==> config.mk <==
export PLATFORM = sky130hd
export DESIGN_NAME = pic_top
export DESIGN_NICKNAME = d
export VERILOG_FILES = /design/src/design/pic_pkg.sv /design/src/design/pic_gate.sv /design/src/design/pic_pick.sv /design/src/design/pic_top.sv
export SDC_FILE = /design/constraint.sdc
export NUM_CORES = 1
export LEC_CHECK = 0
export ABC_AREA = 1
export CORE_MARGIN = 2
export CORE_UTILIZATION = 50
export CTS_BUF_LIST = sky130_fd_sc_hd__clkbuf_4
export DETAILED_ROUTE_END_ITERATION = 6
export DONT_BUFFER_PORTS = 1
export GPL_TIMING_DRIVEN = 0
export PLACE_DENSITY = 0.77
export SYNTH_ARGS = -nofsm -noshare
export SYNTH_HDL_FRONTEND = slang
export SYNTH_SLANG_ARGS = --single-unit
==> constraint.sdc <==
create_clock -name clock_i -period 117.5 [get_ports clock_i]
set_clock_uncertainty 0.1 [all_clocks]
set_input_delay 5.875 -clock clock_i [delete_from_list [all_inputs] [get_ports clock_i]]
set_output_delay 5.875 -clock clock_i [all_outputs]
set_load 0.03 [all_outputs]
==> src/design/pic_pkg.sv <==
package pic_pkg;

    // ****************************************************************
    // source counts and widths
    // ****************************************************************
    localparam int PIC_N_EXT = 8;
    localparam int PIC_N_INT = 72;
    localparam int PIC_N_SRC = 80;
    localparam int PIC_N_FLD = 30;
    localparam int PIC_LVL_W = 3;
    localparam int PIC_VEC_W = 7;
    localparam int PIC_ADR_W = 16;

    // ****************************************************************
    // fixed vector numbers and reset values
    // ****************************************************************
    localparam logic [6:0] PIC_VEC_NMI = 7'h07;
    localparam logic [6:0] PIC_VEC_EXT0 = 7'h10;
    localparam logic [2:0] PIC_LVL_MAX = 3'h7;
    localparam logic [2:0] PIC_FLD_RST = 3'h7;
    localparam logic [1:0] PIC_MODE_RST = 2'h0;
    localparam logic [1:0] PIC_MODE_BITS_0 = 2'h0;
    localparam logic [1:0] PIC_MODE_BITS_2 = 2'h2;
    localparam logic [1:0] PIC_ADR_LSB = 2'h0;
    localparam logic [6:0] PIC_ADR_MSB = 7'h00;

    // ****************************************************************
    // control modes
    // ****************************************************************
    typedef enum logic [1:0] {
        PIC_MODE0,
        PIC_MODE2,
        PIC_MODE_BAD
    } pic_mode_t;

    // ****************************************************************
    // priority field of each external request pin
    // ****************************************************************
    localparam logic [4:0] PIC_EXT_FLD [PIC_N_EXT] = '{
        5'h00, 5'h01, 5'h02, 5'h02, 5'h03, 5'h03, 5'h04, 5'h04
    };

    // ****************************************************************
    // vector number of each internal request, ascending
    // ****************************************************************
    localparam logic [6:0] PIC_INT_VEC [PIC_N_INT] = '{
        7'h18, 7'h19, 7'h1A, 7'h1B, 7'h1C, 7'h1D,
        7'h20, 7'h21, 7'h22, 7'h23, 7'h24,
        7'h28, 7'h29, 7'h2A, 7'h2B, 7'h2C, 7'h2D, 7'h2E, 7'h2F,
        7'h30, 7'h31, 7'h32, 7'h33, 7'h34,
        7'h38, 7'h39, 7'h3A, 7'h3B, 7'h3C, 7'h3D, 7'h3E, 7'h3F,
        7'h40, 7'h41, 7'h42, 7'h44, 7'h45, 7'h46,
        7'h48, 7'h49, 7'h4A, 7'h4B,
        7'h50, 7'h51, 7'h52, 7'h53, 7'h54, 7'h55, 7'h56, 7'h57,
        7'h58, 7'h59, 7'h5A, 7'h5B,
        7'h5C, 7'h5D, 7'h5E, 7'h60, 7'h61, 7'h62,
        7'h64, 7'h65, 7'h66, 7'h67,
        7'h78, 7'h79, 7'h7A, 7'h7B, 7'h7C, 7'h7D, 7'h7E, 7'h7F
    };

    // ****************************************************************
    // priority field of each internal request, same order
    // ****************************************************************
    localparam logic [4:0] PIC_INT_FLD [PIC_N_INT] = '{
        5'h05, 5'h06, 5'h07, 5'h08, 5'h09, 5'h09,
        5'h0A, 5'h0A, 5'h0A, 5'h0A, 5'h0A,
        5'h0B, 5'h0B, 5'h0B, 5'h0B, 5'h0C, 5'h0C, 5'h0C, 5'h0C,
        5'h0D, 5'h0D, 5'h0D, 5'h0D, 5'h0D,
        5'h0E, 5'h0E, 5'h0E, 5'h0E, 5'h0F, 5'h0F, 5'h0F, 5'h0F,
        5'h10, 5'h10, 5'h10, 5'h11, 5'h11, 5'h11,
        5'h12, 5'h12, 5'h12, 5'h12,
        5'h13, 5'h13, 5'h13, 5'h13, 5'h14, 5'h14, 5'h14, 5'h14,
        5'h15, 5'h15, 5'h15, 5'h15,
        5'h16, 5'h16, 5'h16, 5'h16, 5'h16, 5'h16,
        5'h17, 5'h17, 5'h17, 5'h17,
        5'h1C, 5'h1C, 5'h1C, 5'h1C, 5'h1D, 5'h1D, 5'h1D, 5'h1D
    };

endpackage

==> src/design/pic_gate.sv <==
`timescale 1ns/100ps
`default_nettype none

module pic_gate #(
    parameter int LVL_W = 3
) (
    // request and its programmed level
    input wire logic req_i,
    input wire logic [LVL_W-1:0] field_i,
    // mode and cpu mask state
    input wire pic_pkg::pic_mode_t mode_i,
    input wire logic cpu_mask_bit_i,
    input wire logic [LVL_W-1:0] mask_level_i,
    // result
    output logic eligible_o,
    output logic [LVL_W-1:0] level_o
);

    // ****************************************************************
    // masking of one maskable source
    // ****************************************************************

    // mode 0 uses one mask bit, mode 2 a level compare
    always_comb begin
        eligible_o = 1'b0;
        level_o = '0;
        case (mode_i)
            pic_pkg::PIC_MODE0: begin
                eligible_o = req_i && !cpu_mask_bit_i;
            end
            pic_pkg::PIC_MODE2: begin
                eligible_o = req_i && (field_i > mask_level_i);
                level_o = field_i;
            end
            default: begin
                eligible_o = 1'b0;
            end
        endcase
    end

endmodule

`default_nettype wire

==> src/design/pic_pick.sv <==
`timescale 1ns/100ps
`default_nettype none

module pic_pick #(
    parameter int N = 80,
    parameter int LVL_W = 3,
    parameter int VEC_W = 7
) (
    // candidates, in ascending vector order
    input wire logic elig_i [N],
    input wire logic [LVL_W-1:0] level_i [N],
    input wire logic [VEC_W-1:0] vec_i [N],
    // winner
    output logic found_o,
    output logic [LVL_W-1:0] level_o,
    output logic [VEC_W-1:0] vec_o
);

    // ****************************************************************
    // highest level wins, first (lowest vector) on a tie
    // ****************************************************************

    // strict compare keeps the earlier, lower vector on equal levels
    always_comb begin
        found_o = 1'b0;
        level_o = '0;
        vec_o = '0;
        for (int i = 0; i < N; i++) begin
            if (elig_i[i] && (!found_o || level_i[i] > level_o)) begin
                found_o = 1'b1;
                level_o = level_i[i];
                vec_o = vec_i[i];
            end
        end
    end

endmodule

`default_nettype wire

==> src/design/pic_top.sv <==
`timescale 1ns/100ps
`default_nettype none

module pic_top #(
    parameter int N_INT = 72,
    parameter int N_EXT = 8
) (
    // clock, reset, enable
    input wire logic clock_i,
    input wire logic reset_i,
    input wire logic ce_i,
    // request sources
    input wire logic nmi_i,
    input wire logic [N_EXT-1:0] ext_request_pin_i,
    input wire logic [N_INT-1:0] int_req_i,
    // mode bits of the system control register
    input wire logic mode_wr_i,
    input wire logic ctrl_mode_hi_bit_i,
    input wire logic ctrl_mode_lo_bit_i,
    // priority field access
    input wire logic field_wr_i,
    input wire logic [4:0] field_sel_i,
    input wire logic [2:0] field_data_i,
    output logic [2:0] field_rd_o,
    // cpu mask state
    input wire logic cpu_mask_bit_i,
    input wire logic [2:0] mask_level_bits_i,
    // cpu handshake
    input wire logic cpu_take_i,
    output logic irq_o,
    output logic [6:0] vector_num_o,
    output logic [15:0] vector_addr_o,
    output logic [2:0] irq_level_o,
    output logic taken_o,
    output logic [6:0] taken_vec_o,
    // status
    output logic [1:0] mode_bits_o,
    output logic mode_bad_o,
    output logic nmi_pending_o
);

    // ****************************************************************
    // elaboration checks
    // ****************************************************************

    // table sizes are fixed by the source map
    if (N_INT != pic_pkg::PIC_N_INT || N_EXT != pic_pkg::PIC_N_EXT) begin
        $error("pic_top: source counts must match the vector map");
    end

    // ****************************************************************
    // declarations
    // ****************************************************************

    localparam int NS = pic_pkg::PIC_N_SRC;

    logic [1:0] mode_reg;
    logic [2:0] field_reg [pic_pkg::PIC_N_FLD];
    logic [2:0] field_rd_reg;
    logic nmi_prev_reg;
    logic nmi_flag_reg;
    logic irq_reg;
    logic [6:0] vec_reg;
    logic [2:0] lvl_reg;
    logic taken_reg;
    logic [6:0] taken_vec_reg;
    pic_pkg::pic_mode_t mode_dec;
    logic src_req [NS];
    logic [2:0] src_field [NS];
    logic [6:0] src_vec [NS];
    logic src_elig [NS];
    logic [2:0] src_lvl [NS];
    logic pick_found;
    logic [2:0] pick_lvl;
    logic [6:0] pick_vec;
    logic nmi_edge;
    logic nmi_clear;
    logic irq_next;
    logic [6:0] vec_next;
    logic [2:0] lvl_next;

    // ****************************************************************
    // mode bits
    // ****************************************************************

    // mode field written by software, mode 0 after reset
    always_ff @(posedge clock_i) begin
        if (reset_i) begin
            mode_reg <= pic_pkg::PIC_MODE_RST;
        end else if (ce_i && mode_wr_i) begin
            mode_reg <= {ctrl_mode_hi_bit_i, ctrl_mode_lo_bit_i};
        end
    end

    // decode two bits into a control mode
    always_comb begin
        case (mode_reg)
            pic_pkg::PIC_MODE_BITS_0: mode_dec = pic_pkg::PIC_MODE0;
            pic_pkg::PIC_MODE_BITS_2: mode_dec = pic_pkg::PIC_MODE2;
            default: mode_dec = pic_pkg::PIC_MODE_BAD;
        endcase
    end

    assign mode_bits_o = mode_reg;
    assign mode_bad_o = (mode_dec == pic_pkg::PIC_MODE_BAD);

    // ****************************************************************
    // priority fields
    // ****************************************************************

    // three-bit fields, all at the top level after reset
    always_ff @(posedge clock_i) begin
        if (reset_i) begin
            for (int i = 0; i < pic_pkg::PIC_N_FLD; i++) begin
                field_reg[i] <= pic_pkg::PIC_FLD_RST;
            end
        end else if (ce_i && field_wr_i) begin
            if (field_sel_i < 5'(pic_pkg::PIC_N_FLD)) begin
                field_reg[field_sel_i] <= field_data_i;
            end
        end
    end

    // readback of the selected field, zero when out of range
    always_ff @(posedge clock_i) begin
        if (reset_i) begin
            field_rd_reg <= 3'h0;
        end else if (ce_i) begin
            if (field_sel_i < 5'(pic_pkg::PIC_N_FLD)) begin
                field_rd_reg <= field_reg[field_sel_i];
            end else begin
                field_rd_reg <= 3'h0;
            end
        end
    end

    assign field_rd_o = field_rd_reg;

    // ****************************************************************
    // non-maskable request
    // ****************************************************************

    // rising edge of the pin latches a pending flag
    assign nmi_edge = nmi_i && !nmi_prev_reg;
    assign nmi_clear = cpu_take_i && irq_reg && vec_reg == pic_pkg::PIC_VEC_NMI;

    // pin history for edge sensing
    always_ff @(posedge clock_i) begin
        if (reset_i) begin
            nmi_prev_reg <= 1'b0;
        end else if (ce_i) begin
            nmi_prev_reg <= nmi_i;
        end
    end

    // new edge wins over a clear in the same cycle
    always_ff @(posedge clock_i) begin
        if (reset_i) begin
            nmi_flag_reg <= 1'b0;
        end else if (ce_i) begin
            if (nmi_edge) begin
                nmi_flag_reg <= 1'b1;
            end else if (nmi_clear) begin
                nmi_flag_reg <= 1'b0;
            end
        end
    end

    assign nmi_pending_o = nmi_flag_reg;

    // ****************************************************************
    // source map
    // ****************************************************************

    // pins first, then internal sources, ascending vector order
    always_comb begin
        for (int i = 0; i < N_EXT; i++) begin
            src_req[i] = ext_request_pin_i[i];
            src_vec[i] = pic_pkg::PIC_VEC_EXT0 + 7'(i);
            src_field[i] = field_reg[pic_pkg::PIC_EXT_FLD[i]];
        end
        for (int i = 0; i < N_INT; i++) begin
            src_req[N_EXT + i] = int_req_i[i];
            src_vec[N_EXT + i] = pic_pkg::PIC_INT_VEC[i];
            src_field[N_EXT + i] = field_reg[pic_pkg::PIC_INT_FLD[i]];
        end
    end

    // ****************************************************************
    // per-source masking
    // ****************************************************************

    // one gate per maskable source
    for (genvar g = 0; g < NS; g++) begin : gen_gate
        pic_gate #(
            .LVL_W(pic_pkg::PIC_LVL_W)
        ) u_gate (
            .req_i(src_req[g]),
            .field_i(src_field[g]),
            .mode_i(mode_dec),
            .cpu_mask_bit_i(cpu_mask_bit_i),
            .mask_level_i(mask_level_bits_i),
            .eligible_o(src_elig[g]),
            .level_o(src_lvl[g])
        );
    end

    // ****************************************************************
    // arbitration
    // ****************************************************************

    // highest eligible level, lowest vector among equals
    pic_pick #(
        .N(NS),
        .LVL_W(pic_pkg::PIC_LVL_W),
        .VEC_W(pic_pkg::PIC_VEC_W)
    ) u_pick (
        .elig_i(src_elig),
        .level_i(src_lvl),
        .vec_i(src_vec),
        .found_o(pick_found),
        .level_o(pick_lvl),
        .vec_o(pick_vec)
    );

    // nmi ahead of every maskable winner
    always_comb begin
        if (nmi_flag_reg) begin
            irq_next = 1'b1;
            vec_next = pic_pkg::PIC_VEC_NMI;
            lvl_next = pic_pkg::PIC_LVL_MAX;
        end else begin
            irq_next = pick_found;
            vec_next = pick_vec;
            lvl_next = pick_lvl;
        end
    end

    // ****************************************************************
    // request to the cpu
    // ****************************************************************

    // registered winner, withdrawn for one cycle after a take
    always_ff @(posedge clock_i) begin
        if (reset_i) begin
            irq_reg <= 1'b0;
            vec_reg <= 7'h00;
            lvl_reg <= 3'h0;
        end else if (ce_i) begin
            irq_reg <= irq_next && !(cpu_take_i && irq_reg);
            vec_reg <= vec_next;
            lvl_reg <= lvl_next;
        end
    end

    assign irq_o = irq_reg;
    assign vector_num_o = vec_reg;
    assign irq_level_o = lvl_reg;
    assign vector_addr_o = {pic_pkg::PIC_ADR_MSB, vec_reg,
        pic_pkg::PIC_ADR_LSB};

    // ****************************************************************
    // taken vector
    // ****************************************************************

    // a take only counts while a request stands
    always_ff @(posedge clock_i) begin
        if (reset_i) begin
            taken_reg <= 1'b0;
            taken_vec_reg <= 7'h00;
        end else if (ce_i) begin
            taken_reg <= cpu_take_i && irq_reg;
            if (cpu_take_i && irq_reg) begin
                taken_vec_reg <= vec_reg;
            end
        end
    end

    assign taken_o = taken_reg;
    assign taken_vec_o = taken_vec_reg;

endmodule

`default_nettype wire

==> key figures <==
Outcome
  – Status: completed

Yosys
  – Cell Area, Synth: 18800 sq um
  – Seq/Total Area, Yosys: 18.1%
  – Top cell type's share of synthesized area: 20.9%
  – Post-synth ARST share: 0%
  – Unique cell type count in the Yosys netlist: 59
  – Synth Register Bits: 122
  – Mean Syn Cell Area: 6.64 sq um
  – Most common flop cell mapped by yosys: edfxtp_1
  – Post-synth EDFFs: 96
  – Largest area contributor in the synthesized netlist: ha_1
  – Synth top area cells: ha_1 (21%), nand2_1 (16%), edfxtp_1 (15%), o21ai_0 (6.5%), inv_1 (5.6%)
  – YS warnings: 0
  – Post-Syn Instances: 2838

Route
  – Final WL: 52700 microns
  – WL per Instance: 15.5 microns
  – Antenna Nets Post-Route: 0
  – Number of DRC markers in iteration 0: 1475
  – Via Count: 19400
  – Post-route DRC: 0
  – Vias per cell: 5.73
  – DRT Pass-1 Iters: 6

Worst setup path
  – CP max-delay cell: inv_1
  – Critical Path AT: 100980 ps
  – R2R cell count: 698
  – Delay-heaviest family, CP: simple AND/OR/NAND/NOR gates
  – Critical Path Max Stage Delay: 850 ps
  – Worst r2r src: mode_bits_o[1]
  – Reg-to-reg endpoint: irq_level_o[2]
  – Cell depth of the worst setup path: 699
  – WP buf/inv: 67
  – Worst setup EP type: flip-flop
  – Critical Path RT: 117860 ps
  – Kind of critical path: input pin to flip-flop
  – CP max FO: 26
  – Worst reg2reg setup slack: 22650 ps
  – Critical path launch point type: input pin
  – Worst path most repeated cell: nand2_1

CTS
  – Setup repair bufs after CTS: 0
  – Clk sinks: 122
  – H-tree levels: 4
  – TritonCTS Buffers: 17
  – CTS tree: done
  – CTS root buf: clkbuf_4
  – Cts hold-fix bufs: 0
  – Post-CTS sizing: 0
  – Clk pin slew, worst setup/hold paths: 130 ps
  – Max clock buf depth: 2
  – Skew-Pair Late Insertion Delay: 530 ps

Layout
  – Final #Nets: 3287
  – Largest register FFs: 96
  – Area Overhead vs Synth: 5.07%
  – Share of cells above drive strength 1: 10.7%
  – Antenna Cells: 0
  – Most frequent cells in the layout: nand2_1 (779), ha_1 (315), inv_1 (283), o21ai_0 (246), nand3_1 (211)
  – Commonest non-fill, non-tap cell in the layout: nand2_1

Die
  – Core area: 37400 sq um
  – Starting Density: 50.4%
  – Die width: 198 microns
  – # rows: 71
  – Die area: 39200 sq um
  – Boundary Pins: 143
  – Die Y-Extent: 198 microns

Placement
  – Gpl congestion: 0.918
  – Dpl hpwl: 43100 microns
  – Port Buffer Count: 0

Min path
  – Worst Hold Path Cells: 2
  – Hold Startpoint: nmi_prev_reg
  – Worst min-delay path class: flip-flop to flip-flop
  – Hold Path End: nmi_prev_reg

Global routing
  – Initial antenna violation count: 1
  – Grt total ovfl: 0
  – Vias in the first global route: 18700
  – Pin count of the biggest net entering global routing: 27
  – Total GRT Usage: 26.9%
  – First-pass GRT wire length: 87300 microns

STA
  – Final Critical Period: 100620 ps
  – Worst Tran Pin Value: 1220 ps
  – Setup_tns: 0 ps
  – Final setup fails: 0
  – RSZ-0062 raised after global routing: false
  – FMAX: 9.94 MHz
  – Rel. slew slack: 18.6%
  – Final hold viol count: 0
  – Max Slew Vio Count: 0
  – Final cycle utilization of the critical path: 85.6%

Run
  – Max cap viols: 0
## how the worst max path moves through the flow
stage                         start              end
2_1_floorplan  mask_level_bits_i[2]   irq_level_o[0]
3_3_place_gp   mask_level_bits_i[2]   irq_level_o[1]
3_5_place_dp   mask_level_bits_i[2]  vector_num_o[1]
4_1_cts        mask_level_bits_i[2]  vector_num_o[1]
5_1_grt        mask_level_bits_i[2]   irq_level_o[2]
6_report       mask_level_bits_i[1]   irq_level_o[2]
## area by class of cell
type                       instances  area [sq um]
buffer                            68           388
clock buffer                      17           128
clock inverter                    15           135
fill                            3661         17600
inverter                         327          1240
multi-input combinational       2335         13900
sequential                       122          3400
tap                              511           639
## logic make-up (layout without fill, tap and decap cells)
group	after synthesis	after routing	share of synthesized area, %
DFF	122	122	18.1
AOI/OAI and AO/OA	581	581	18.0
muxes	1	1	0.0598
and+or+nand+nor	1423	1423	34.3
adders and majority gates	315	315	20.9
buffers and inverters	395	427	8.65
other	1	15	0.0199
## per-layer routing
metal | wire (microns) | track usage (%) | up-vias
met3 | 3790 | 4.26 | 99
met1 | 22400 | 33.5 | 8945
met5 | 12 | 0 | -
met2 | 25100 | 47.7 | 677
li1 | - | - | 9716
met4 | 1340 | 7.85 | 2
## tightest hold or removal path: stages (launching register included)
cell and delay, ps:
dfxtp_1 330, nand2_1 60, a21oi_1 50
## synth_stat cells (all sizes together), types with 13 or more instances
cell type / instances
o21ai: 293
nand4: 58
inv: 322
nand2: 883
nor3: 13
a21oi: 204
nand3: 220
edfxtp: 96
a31oi: 13
ha: 315
dfxtp: 26
a22oi: 24
o221ai: 18
nor2: 231
buf: 39
clkbuf: 29
## through the flow
step	area [sq um]	hold WS, ps	utilization [%]	instances	setup WS [ps]
finish	19800	373	52.9	3395	16880
global route	19800	403	52.9	3395	5640
CTS	19800	375	52.9	3395	17870
detailed placement	19500	357	52.2	3363	17630
global placement	19500	345	52.2	3363	20710
floorplan	18900	336	-	2852	30690
Power is not shown: default switching activity piles up to over one toggle a cycle in this logic, so the estimate is an artifact.
